<file path="config.mk">
export PLATFORM = sky130hd
export DESIGN_NAME = isaas_top
export DESIGN_NICKNAME = d
export VERILOG_FILES = /design/src/design/isaas_pkg.sv /design/src/design/isaas_top.sv
export SDC_FILE = /design/constraint.sdc
export NUM_CORES = 1
export LEC_CHECK = 0
export CORE_MARGIN = 2
export CORE_UTILIZATION = 50
export CTS_CLUSTER_DIAMETER = 60
export CTS_CLUSTER_SIZE = 20
export DETAILED_ROUTE_END_ITERATION = 12
export DONT_BUFFER_PORTS = 1
export PLACE_DENSITY = 0.64
export SYNTH_ARGS = -nofsm -noshare
export SYNTH_HDL_FRONTEND = slang
export SYNTH_SLANG_ARGS = --single-unit
</file>
<file path="constraint.sdc">
create_clock -name MCLK_I -period 5.1 [get_ports MCLK_I]
set_clock_uncertainty 0.1 [all_clocks]
set_input_delay 0.51 -clock MCLK_I [delete_from_list [all_inputs] [get_ports MCLK_I]]
set_output_delay 0.51 -clock MCLK_I [all_outputs]
set_load 0.02 [all_outputs]
</file>
<file path="src/design/isaas_pkg.sv">
package isaas_pkg;

	// ==========================================================
	// Port mode field encodings
	localparam logic [3:0] MODE_SLAVE7    = 4'h6;
	localparam logic [3:0] MODE_SLAVE10   = 4'h7;
	localparam logic [3:0] MODE_MASK_ACC  = 4'h9;
	localparam logic [3:0] MODE_FW_MASTER = 4'hb;
	localparam logic [3:0] MODE_SLAVE7_SP  = 4'he;
	localparam logic [3:0] MODE_SLAVE10_SP = 4'hf;

	// ==========================================================
	// Reset values and address patterns
	localparam logic [7:0] ADDR_RST      = 8'h00;
	localparam logic [7:0] MASK_RST      = 8'hff;
	localparam logic [7:0] BYTE_ZERO     = 8'h00;
	localparam logic [4:0] TEN_BIT_HDR   = 5'h1e;

	// ==========================================================
	// Bit counting
	localparam logic [3:0] CNT_ZERO      = 4'h0;
	localparam logic [3:0] BITS_PER_BYTE = 4'h8;
	localparam logic [3:0] LAST_TX_CNT   = 4'h7;
	localparam logic [2:0] MSB_INDEX     = 3'h7;

	// ==========================================================
	// Address phases after a start
	localparam logic [1:0] PH_ADDR    = 2'h0;
	localparam logic [1:0] PH_ADDR_LO = 2'h1;
	localparam logic [1:0] PH_DATA    = 2'h2;

	// ==========================================================
	// Engine states
	typedef enum logic [4:0] {
		ST_IDLE = 5'h01,
		ST_RX   = 5'h02,
		ST_ACK  = 5'h04,
		ST_TX   = 5'h08,
		ST_MACK = 5'h10
	} isaas_state_e;

endpackage

</file>
<file path="src/design/isaas_top.sv">
`timescale 1ns/1ps
// Functional notes
// - Valid byte received: drive acknowledge and copy shift register into buffer
// - Buffer full, overflow or firmware master: no ack, no load, irq still set
// - Buffer read clears full flag; overflow only cleared by software
// - After enable wait for start, shift eight bits on rising SCL
// - Seven-bit mode compares shift bits 7:1 with address at eighth fall
// - Match with flags clear: load, set full, ack; irq at ninth fall
// - Ten-bit high byte is 11110, A9, A8, direction write
// - Each ten-bit write address byte sets irq, full, update flag, holds SCL
// - Ten-bit read after repeated start sets full, clears release bit
// - Mask register writable only while mode field is 1001
// - Mask zero bits ignored in compare; mask resets to all ones
// - Matched write address loaded to buffer; overflow if unread
// - Irq per data byte; status via full, direction, data flags
// - Read match sets direction flag, acks, then holds SCL low
// - Software write sets full; SCL released only by release bit
// - Transmit: full cleared at eighth fall, irq at ninth fall
// - After eighth fall release SDA; nack ends, ack stretches again
// - Stretch after ten-bit address and hardware release clear
// - Overflow set when a byte completes with buffer still full
// - Start is SDA fall with SCL high, stop is SDA rise
// - Pull SCL low only after sampling it low
module isaas_top (
	// Clock and reset
	input  wire logic       MCLK_I,
	input  wire logic       NRST_I,
	// Bus pins
	input  wire logic       SCL_I,
	output logic            SCL_O,
	output logic            SCL_OEN_O,
	input  wire logic       SDA_I,
	output logic            SDA_O,
	output logic            SDA_OEN_O,
	// Software control
	input  wire logic       ENABLE_I,
	input  wire logic [3:0] MODE_I,
	input  wire logic       ADDR_WR_I,
	input  wire logic [7:0] ADDR_WDATA_I,
	input  wire logic       MASK_WR_I,
	input  wire logic [7:0] MASK_WDATA_I,
	input  wire logic       BUF_RD_I,
	input  wire logic       BUF_WR_I,
	input  wire logic [7:0] BUF_WDATA_I,
	input  wire logic       OVF_CLR_I,
	input  wire logic       IRQ_CLR_I,
	input  wire logic       CKP_SET_I,
	// Status
	output logic [7:0]      BUF_DATA_O,
	output logic            BUF_FULL_O,
	output logic            OVERFLOW_O,
	output logic            IRQ_FLAG_O,
	output logic            ADDR_UPDATE_O,
	output logic            READ_WRITE_O,
	output logic            DATA_NOT_ADDR_O,
	output logic            CLK_RELEASE_O,
	output logic            START_O,
	output logic            STOP_O,
	output logic [7:0]      SLAVE_ADDR_O,
	output logic [7:0]      ADDR_MASK_O
);

	// ==========================================================
	// Pin synchronisers and edge detection
	logic scl_s1_reg, scl_s2_reg, scl_d_reg;
	logic sda_s1_reg, sda_s2_reg, sda_d_reg;
	logic scl_rise, scl_fall, start_det, stop_det;

	// Idle bus level is high, so reset to one to avoid a false start
	always_ff @(posedge MCLK_I) begin
		if (!NRST_I) begin
			scl_s1_reg <= 1'b1;
			scl_s2_reg <= 1'b1;
			scl_d_reg  <= 1'b1;
			sda_s1_reg <= 1'b1;
			sda_s2_reg <= 1'b1;
			sda_d_reg  <= 1'b1;
		end else begin
			scl_s1_reg <= SCL_I;
			scl_s2_reg <= scl_s1_reg;
			scl_d_reg  <= scl_s2_reg;
			sda_s1_reg <= SDA_I;
			sda_s2_reg <= sda_s1_reg;
			sda_d_reg  <= sda_s2_reg;
		end
	end

	assign scl_rise  = scl_s2_reg & ~scl_d_reg;
	assign scl_fall  = ~scl_s2_reg & scl_d_reg;
	assign start_det = scl_s2_reg & scl_d_reg & sda_d_reg & ~sda_s2_reg;
	assign stop_det  = scl_s2_reg & scl_d_reg & ~sda_d_reg & sda_s2_reg;

	// ==========================================================
	// Registers
	isaas_pkg::isaas_state_e state_reg;
	logic [3:0] cnt_reg;
	logic [7:0] shift_reg, buf_reg, addr_reg, mask_reg, mask_vis_reg;
	logic [1:0] phase_reg;
	logic       addr10_ok_reg, take_reg, ack_reg, ua_pend_reg, tx_pend_reg;
	logic       stay_reg, nack_reg;
	logic       bf_reg, ovf_reg, irq_reg, ua_reg, rw_reg, da_reg, ckp_reg;
	logic       start_reg, stop_reg, scl_oen_reg, sda_oen_reg, low_reg;

	// ==========================================================
	// Mode decode and byte evaluation
	logic       fw_master, slave7, slave10, sp_irq;
	logic       match7, match_hi, match_lo;
	logic       take_now, is_addr_now, tx_now, stay_now, ua_now, addr10_now;
	logic       ack_now, rx_done, rx_load, ack_fall, tx_byte_end, mack_fall;
	logic [1:0] phase_next;

	assign fw_master = MODE_I == isaas_pkg::MODE_FW_MASTER;
	assign slave7    = MODE_I == isaas_pkg::MODE_SLAVE7 || MODE_I == isaas_pkg::MODE_SLAVE7_SP;
	assign slave10   = MODE_I == isaas_pkg::MODE_SLAVE10 || MODE_I == isaas_pkg::MODE_SLAVE10_SP;
	assign sp_irq    = fw_master || MODE_I == isaas_pkg::MODE_SLAVE7_SP
		|| MODE_I == isaas_pkg::MODE_SLAVE10_SP;

	assign match7   = ((shift_reg[7:1] ^ addr_reg[7:1]) & mask_reg[7:1]) == 7'h00;
	assign match_hi = shift_reg[7:3] == isaas_pkg::TEN_BIT_HDR
		&& shift_reg[2:1] == addr_reg[2:1];
	assign match_lo = ((shift_reg ^ addr_reg) & mask_reg) == isaas_pkg::BYTE_ZERO;

	always_comb begin
		take_now    = 1'b0;
		is_addr_now = 1'b0;
		tx_now      = 1'b0;
		stay_now    = 1'b0;
		ua_now      = 1'b0;
		addr10_now  = addr10_ok_reg;
		phase_next  = phase_reg;
		case (phase_reg)
			isaas_pkg::PH_ADDR: begin
				if (fw_master) begin
					take_now = 1'b1;
					stay_now = 1'b1;
				end else if (slave7 && match7) begin
					take_now    = 1'b1;
					is_addr_now = 1'b1;
					tx_now      = shift_reg[0];
					stay_now    = ~shift_reg[0];
					phase_next  = isaas_pkg::PH_DATA;
				end else if (slave10 && match_hi && !shift_reg[0]) begin
					take_now    = 1'b1;
					is_addr_now = 1'b1;
					ua_now      = 1'b1;
					stay_now    = 1'b1;
					phase_next  = isaas_pkg::PH_ADDR_LO;
				end else if (slave10 && match_hi && addr10_ok_reg) begin
					take_now    = 1'b1;
					is_addr_now = 1'b1;
					tx_now      = 1'b1;
				end
			end
			isaas_pkg::PH_ADDR_LO: begin
				if (match_lo) begin
					take_now    = 1'b1;
					is_addr_now = 1'b1;
					ua_now      = 1'b1;
					stay_now    = 1'b1;
					addr10_now  = 1'b1;
					phase_next  = isaas_pkg::PH_DATA;
				end
			end
			default: begin
				take_now = 1'b1;
				stay_now = 1'b1;
			end
		endcase
	end

	assign ack_now     = take_now & ~bf_reg & ~ovf_reg & ~fw_master;
	assign rx_done     = state_reg == isaas_pkg::ST_RX && scl_fall
		&& cnt_reg == isaas_pkg::BITS_PER_BYTE;
	assign rx_load     = rx_done & ack_now;
	assign ack_fall    = state_reg == isaas_pkg::ST_ACK && scl_fall;
	assign tx_byte_end = state_reg == isaas_pkg::ST_TX && scl_fall
		&& cnt_reg == isaas_pkg::LAST_TX_CNT;
	assign mack_fall   = state_reg == isaas_pkg::ST_MACK && scl_fall;

	// ==========================================================
	// Transfer sequencer
	always_ff @(posedge MCLK_I) begin
		if (!NRST_I || !ENABLE_I) begin
			state_reg     <= isaas_pkg::ST_IDLE;
			cnt_reg       <= isaas_pkg::CNT_ZERO;
			shift_reg     <= isaas_pkg::BYTE_ZERO;
			phase_reg     <= isaas_pkg::PH_ADDR;
			addr10_ok_reg <= 1'b0;
			take_reg      <= 1'b0;
			ack_reg       <= 1'b0;
			ua_pend_reg   <= 1'b0;
			tx_pend_reg   <= 1'b0;
			stay_reg      <= 1'b0;
			nack_reg      <= 1'b0;
		end else if (stop_det) begin
			state_reg     <= isaas_pkg::ST_IDLE;
			phase_reg     <= isaas_pkg::PH_ADDR;
			addr10_ok_reg <= 1'b0;
		end else if (start_det) begin
			// Repeated start keeps a finished ten-bit match for the read turn
			state_reg <= isaas_pkg::ST_RX;
			cnt_reg   <= isaas_pkg::CNT_ZERO;
			phase_reg <= isaas_pkg::PH_ADDR;
		end else begin
			case (state_reg)
				isaas_pkg::ST_RX: begin
					if (scl_rise && cnt_reg != isaas_pkg::BITS_PER_BYTE) begin
						shift_reg <= {shift_reg[6:0], sda_s2_reg};
						cnt_reg   <= cnt_reg + 4'h1;
					end
					if (rx_done) begin
						state_reg   <= isaas_pkg::ST_ACK;
						take_reg    <= take_now;
						ack_reg     <= ack_now;
						ua_pend_reg <= ua_now & ack_now;
						tx_pend_reg <= tx_now & ack_now;
						stay_reg    <= stay_now & (ack_now | ~is_addr_now);
						if (ack_now || !is_addr_now) begin
							phase_reg     <= phase_next;
							addr10_ok_reg <= addr10_now;
						end
					end
				end
				isaas_pkg::ST_ACK: begin
					if (scl_fall) begin
						cnt_reg <= isaas_pkg::CNT_ZERO;
						if (tx_pend_reg) begin
							state_reg <= isaas_pkg::ST_TX;
						end else if (stay_reg) begin
							state_reg <= isaas_pkg::ST_RX;
						end else begin
							state_reg <= isaas_pkg::ST_IDLE;
						end
					end
				end
				isaas_pkg::ST_TX: begin
					if (scl_fall) begin
						cnt_reg <= cnt_reg + 4'h1;
						if (cnt_reg == isaas_pkg::LAST_TX_CNT) begin
							state_reg <= isaas_pkg::ST_MACK;
						end
					end
				end
				isaas_pkg::ST_MACK: begin
					if (scl_rise) begin
						nack_reg <= sda_s2_reg;
					end
					if (scl_fall) begin
						cnt_reg   <= isaas_pkg::CNT_ZERO;
						state_reg <= nack_reg ? isaas_pkg::ST_IDLE : isaas_pkg::ST_TX;
					end
				end
				default: begin
					state_reg <= isaas_pkg::ST_IDLE;
				end
			endcase
		end
	end

	// ==========================================================
	// Buffer and status flags; hardware set beats software clear
	always_ff @(posedge MCLK_I) begin
		if (!NRST_I) begin
			buf_reg <= isaas_pkg::BYTE_ZERO;
		end else if (rx_load) begin
			buf_reg <= shift_reg;
		end else if (BUF_WR_I) begin
			buf_reg <= BUF_WDATA_I;
		end
	end

	always_ff @(posedge MCLK_I) begin
		if (!NRST_I || !ENABLE_I) begin
			bf_reg <= 1'b0;
		end else if (rx_load || BUF_WR_I) begin
			bf_reg <= 1'b1;
		end else if (BUF_RD_I || tx_byte_end) begin
			bf_reg <= 1'b0;
		end
	end

	always_ff @(posedge MCLK_I) begin
		if (!NRST_I || !ENABLE_I) begin
			ovf_reg <= 1'b0;
		end else if (rx_done && take_now && bf_reg) begin
			ovf_reg <= 1'b1;
		end else if (OVF_CLR_I) begin
			ovf_reg <= 1'b0;
		end
	end

	always_ff @(posedge MCLK_I) begin
		if (!NRST_I || !ENABLE_I) begin
			irq_reg <= 1'b0;
		end else if ((ack_fall && take_reg) || mack_fall || (sp_irq && (start_det || stop_det))) begin
			irq_reg <= 1'b1;
		end else if (IRQ_CLR_I) begin
			irq_reg <= 1'b0;
		end
	end

	always_ff @(posedge MCLK_I) begin
		if (!NRST_I || !ENABLE_I) begin
			ua_reg <= 1'b0;
		end else if (ack_fall && ua_pend_reg) begin
			ua_reg <= 1'b1;
		end else if (ADDR_WR_I) begin
			ua_reg <= 1'b0;
		end
	end

	// Hardware clear wins so a late release cannot skip the stretch
	always_ff @(posedge MCLK_I) begin
		if (!NRST_I || !ENABLE_I) begin
			ckp_reg <= 1'b1;
		end else if ((ack_fall && tx_pend_reg) || (mack_fall && !nack_reg)) begin
			ckp_reg <= 1'b0;
		end else if (CKP_SET_I) begin
			ckp_reg <= 1'b1;
		end
	end

	always_ff @(posedge MCLK_I) begin
		if (!NRST_I || !ENABLE_I) begin
			rw_reg <= 1'b0;
			da_reg <= 1'b0;
		end else if (rx_done && take_now) begin
			da_reg <= ~is_addr_now;
			if (is_addr_now) begin
				rw_reg <= shift_reg[0];
			end
		end
	end

	always_ff @(posedge MCLK_I) begin
		if (!NRST_I || !ENABLE_I) begin
			start_reg <= 1'b0;
			stop_reg  <= 1'b0;
		end else if (start_det || stop_det) begin
			start_reg <= start_det;
			stop_reg  <= stop_det;
		end
	end

	// ==========================================================
	// Address and mask
	always_ff @(posedge MCLK_I) begin
		if (!NRST_I) begin
			addr_reg <= isaas_pkg::ADDR_RST;
		end else if (ADDR_WR_I) begin
			addr_reg <= ADDR_WDATA_I;
		end
	end

	always_ff @(posedge MCLK_I) begin
		if (!NRST_I) begin
			mask_reg     <= isaas_pkg::MASK_RST;
			mask_vis_reg <= isaas_pkg::BYTE_ZERO;
		end else begin
			if (MASK_WR_I && MODE_I == isaas_pkg::MODE_MASK_ACC) begin
				mask_reg <= MASK_WDATA_I;
			end
			mask_vis_reg <= (MODE_I == isaas_pkg::MODE_MASK_ACC) ? mask_reg : isaas_pkg::BYTE_ZERO;
		end
	end

	// ==========================================================
	// Open-drain drivers; enable low means pulling the line low
	always_ff @(posedge MCLK_I) begin
		if (!NRST_I) begin
			low_reg     <= 1'b0;
			scl_oen_reg <= 1'b1;
			sda_oen_reg <= 1'b1;
		end else begin
			low_reg     <= 1'b0;
			// Grab SCL only once seen low, never cutting a high phase short
			scl_oen_reg <= ~(ENABLE_I && (ua_reg || !ckp_reg)
				&& (!scl_oen_reg || !scl_s2_reg));
			sda_oen_reg <= ~((state_reg == isaas_pkg::ST_ACK && ack_reg)
				|| (state_reg == isaas_pkg::ST_TX
				&& !buf_reg[isaas_pkg::MSB_INDEX - cnt_reg[2:0]]));
		end
	end

	assign SCL_O           = low_reg;
	assign SDA_O           = low_reg;
	assign SCL_OEN_O       = scl_oen_reg;
	assign SDA_OEN_O       = sda_oen_reg;
	assign BUF_DATA_O      = buf_reg;
	assign BUF_FULL_O      = bf_reg;
	assign OVERFLOW_O      = ovf_reg;
	assign IRQ_FLAG_O      = irq_reg;
	assign ADDR_UPDATE_O   = ua_reg;
	assign READ_WRITE_O    = rw_reg;
	assign DATA_NOT_ADDR_O = da_reg;
	assign CLK_RELEASE_O   = ckp_reg;
	assign START_O         = start_reg;
	assign STOP_O          = stop_reg;
	assign SLAVE_ADDR_O    = addr_reg;
	assign ADDR_MASK_O     = mask_vis_reg;
endmodule

</file>
==> results.yml <==
place:
  gp_congestion: 0.829
  dp_cells: 424
  hpwl_microns: 5330
  buffer_ports.inserted: 0
routing:
  vias: 2529
  drtIter0Drc: 179
  drcViolationCount: 4
  via_per_inst: 5.75
  wl_microns: 7230
  first_pass_iters: 8
  drtAntennaViolNets: 0
  post_drt_wl_per_cell_microns: 16.4
cts:
  ctsLongestPathBuffers: 2
  cts_buffers: 9
  clk_latency_ns: 0.35
  cts_hold_buffers: 0
  cts_sinks: 75
  cts_tree: "yes"
  clkSlewWorstSetupHoldPaths_ns: 0.08
  cts_setup_buffers: 0
  cts_resized: 0
  htree_levels: 3
  root_buffer: "clkbuf_8"
pwr:
  vdd_ir_drop_max_v: 0.000244
  pwr_density_cell_nw_per_um2: 340
  leakage_nw: 1.60
timing:
  tns_ns: 0
  post-route-period-util: 0.558
  max_clock_freq_mhz: 352
  setup_viol_count_final: 0
  slew_headroom: 0.485
  holdWs_ns: 0.139
  rsz0062_at_grt: "no"
  finalCriticalPeriod_ns: 2.84
  hold_violations: 0
  drv_slew: 0
  max_slew.worst_pin.slew_ns: 0.770
floorplanning:
  ios: 77
  core-area_sq_um: 6420
  start_util: 0.520
  die-height_microns: 85.7
  design.die.area_sq_um: 7350
  fp-row-count: 29
  die_width_microns: 85.7
synth:
  ys_ff_latch: 75
  synthAdderAreaFrac: 0.00749
  ys_seq_area_frac: 0.449
  ys_types: 56
  yosysWarnings: 0
  yosys_most_used_dff: "dfxtp_1"
  synth_top_family_by_area: "simple AND/OR/NAND/NOR gates"
  syn_avg_cell_area_sq_um: 9.18
  async_reset_ff_frac: 0
  synthMuxAreaShare: 0.101
  synthCells: 364
  synth-edff-count: 0
  synth.cell_area_sq_um: 3340
  synth-xor-area-share: 0.0341
  synth_compound_area_frac: 0.133
  synthSimpleGateAreaFrac: 0.236
final_layout:
  fin_cells: 440
  diodes: 0
  drive_gt1_frac: 0.0689
  area_delta_synth_final_pct: 8.01
  nets: 400
outcome:
  run_status: "finished with violations"
  failed_checks: "design-rule violations"
global_routing:
  grtUsageTotal: 0.204
  grt_pass1_wl_microns: 11800
  grt-ovfl-total: 0
  grt_max_degree: 42
  first_global_vias: 2357
  antenna_found_initial: 0
run:
  drv_cap: 0
setup_path:
  path_class: "register to register"
  critPathTopFamily: "compound AO/OA/AOI/OAI gates"
  worst-path-buf-inv: 0
  worstPathArrival_ns: 2.95
  slowest_delay_ns: 0.64
  cp-startpoint: "SLAVE_ADDR_O[5]"
  regToRegStartpoint: "SLAVE_ADDR_O[5]"
  slowest_stage: "a211oi_1"
  required_ns: 5.21
  critPathCaptureType: "register"
  start_kind: "register"
  path_cells: "xor2_1 -> a222oi_1 -> nand4_1 -> a211oi_1 -> o21ai_0 -> mux2i_1 -> nor2_1"
  cp_max_fo: 9
hold_path:
  hold_class: "primary input to register"
  min-delay-start: "NRST_I"
==> report_power, final <==
group | switching, mW | internal, mW | total (mW)
combinational | 0.0271 | 0.0264 | 0.0534
clock | 0.214 | 0.337 | 0.551
sequential | 0.0240 | 0.598 | 0.622
total | 0.265 | 0.962 | 1.23
==> synth_stat cells (7+ instances only) <==
master | n | area, sq um
and3_1 | 8 | 50.1
inv_1 | 11 | 41.3
nor2b_1 | 13 | 81.3
o21ai_0 | 11 | 55.1
clkbuf_1 | 14 | 52.6
xor2_1 | 10 | 87.6
o211a_1 | 9 | 90.1
nand2b_1 | 7 | 43.8
nand2_1 | 34 | 128
a21oi_1 | 16 | 80.1
nand3_1 | 21 | 105
dfxtp_1 | 75 | 1500
mux2i_1 | 28 | 280
nor2_1 | 37 | 139
==> path summary, 6_finish.rpt <==
check	depth (start not counted)	end	slack, ns
worst max-delay path	7	READ_WRITE_O	2.26
worst min-delay path	1	sda_d_reg	0.14
worst max register to register	7	READ_WRITE_O	2.26
worst min register to register	1	sda_s2_reg	0.31
==> placed cells by master, fill, tap and decap left out, types with 3 or more instances in the layout <==
cell,instances
a21oi_1,16
a22oi_1,4
and2_1,3
and3_1,8
and3b_1,3
bufinv_16,3
clkbuf_8,10
dfxtp_1,75
inv_1,11
mux2i_1,28
nand2_1,34
nand2b_1,7
nand3_1,21
nand4_1,5
nor2_1,37
nor2b_1,13
nor3_1,3
nor3b_1,3
o211a_1,9
o211ai_1,3
o21ai_0,11
xnor2_1,3
xor2_1,10
==> metrics by stage <==
step                      total power, mW   util  area [sq um]  worst slack (ns)
final                                1.23  0.562          3610              2.26
after global routing                 1.27  0.562          3610              2.08
after CTS                            1.23  0.562          3610              2.26
after detailed placement            0.690  0.524          3370              2.25
after global placement              0.690  0.524          3370              2.30
after floorplan                     0.685      -          3340              2.66
==> routing by layer <==
| metal | share of wire | vias to the layer above | global-route usage |
|---|---|---|---|
| met5 | 0 | - | 0 |
| li1 | - | 1267 | - |
| met1 | 0.47 | 1181 | 0.272 |
| met3 | 0.048 | 10 | 0.0443 |
| met2 | 0.46 | 71 | 0.319 |
| met4 | 0.017 | 0 | 0.0938 |
==> layout make-up <==
| type | instances | area [sq um] |
|---|---|---|
| timing repair buffer | 1 | 7.51 |
| clock buffer | 11 | 141 |
| tap | 77 | 96.3 |
| inverter | 11 | 41.3 |
| multi-input combinational | 260 | 1720 |
| sequential | 75 | 1500 |
| fill | 586 | 2810 |
| clock inverter | 5 | 100 |
==> cells by family after synthesis <==
logic type               after synthesis
other                                  1
multiplexers                          31
adder cells (fa/ha/maj)                2
AO/OA/AOI/OAI                         63
XOR/XNOR                              13
flip-flops                            75
AND/OR/NAND/NOR                      149
buffers and inverters                 30
==> worst reg2reg max path: stages, from the launching register on <==
cell and delay, ns:
dfxtp_1 0.49, xor2_1 0.13, a222oi_1 0.50, nand4_1 0.39
a211oi_1 0.64, o21ai_0 0.23, mux2i_1 0.19, nor2_1 0.05
(Power assumes the default switching activity.)
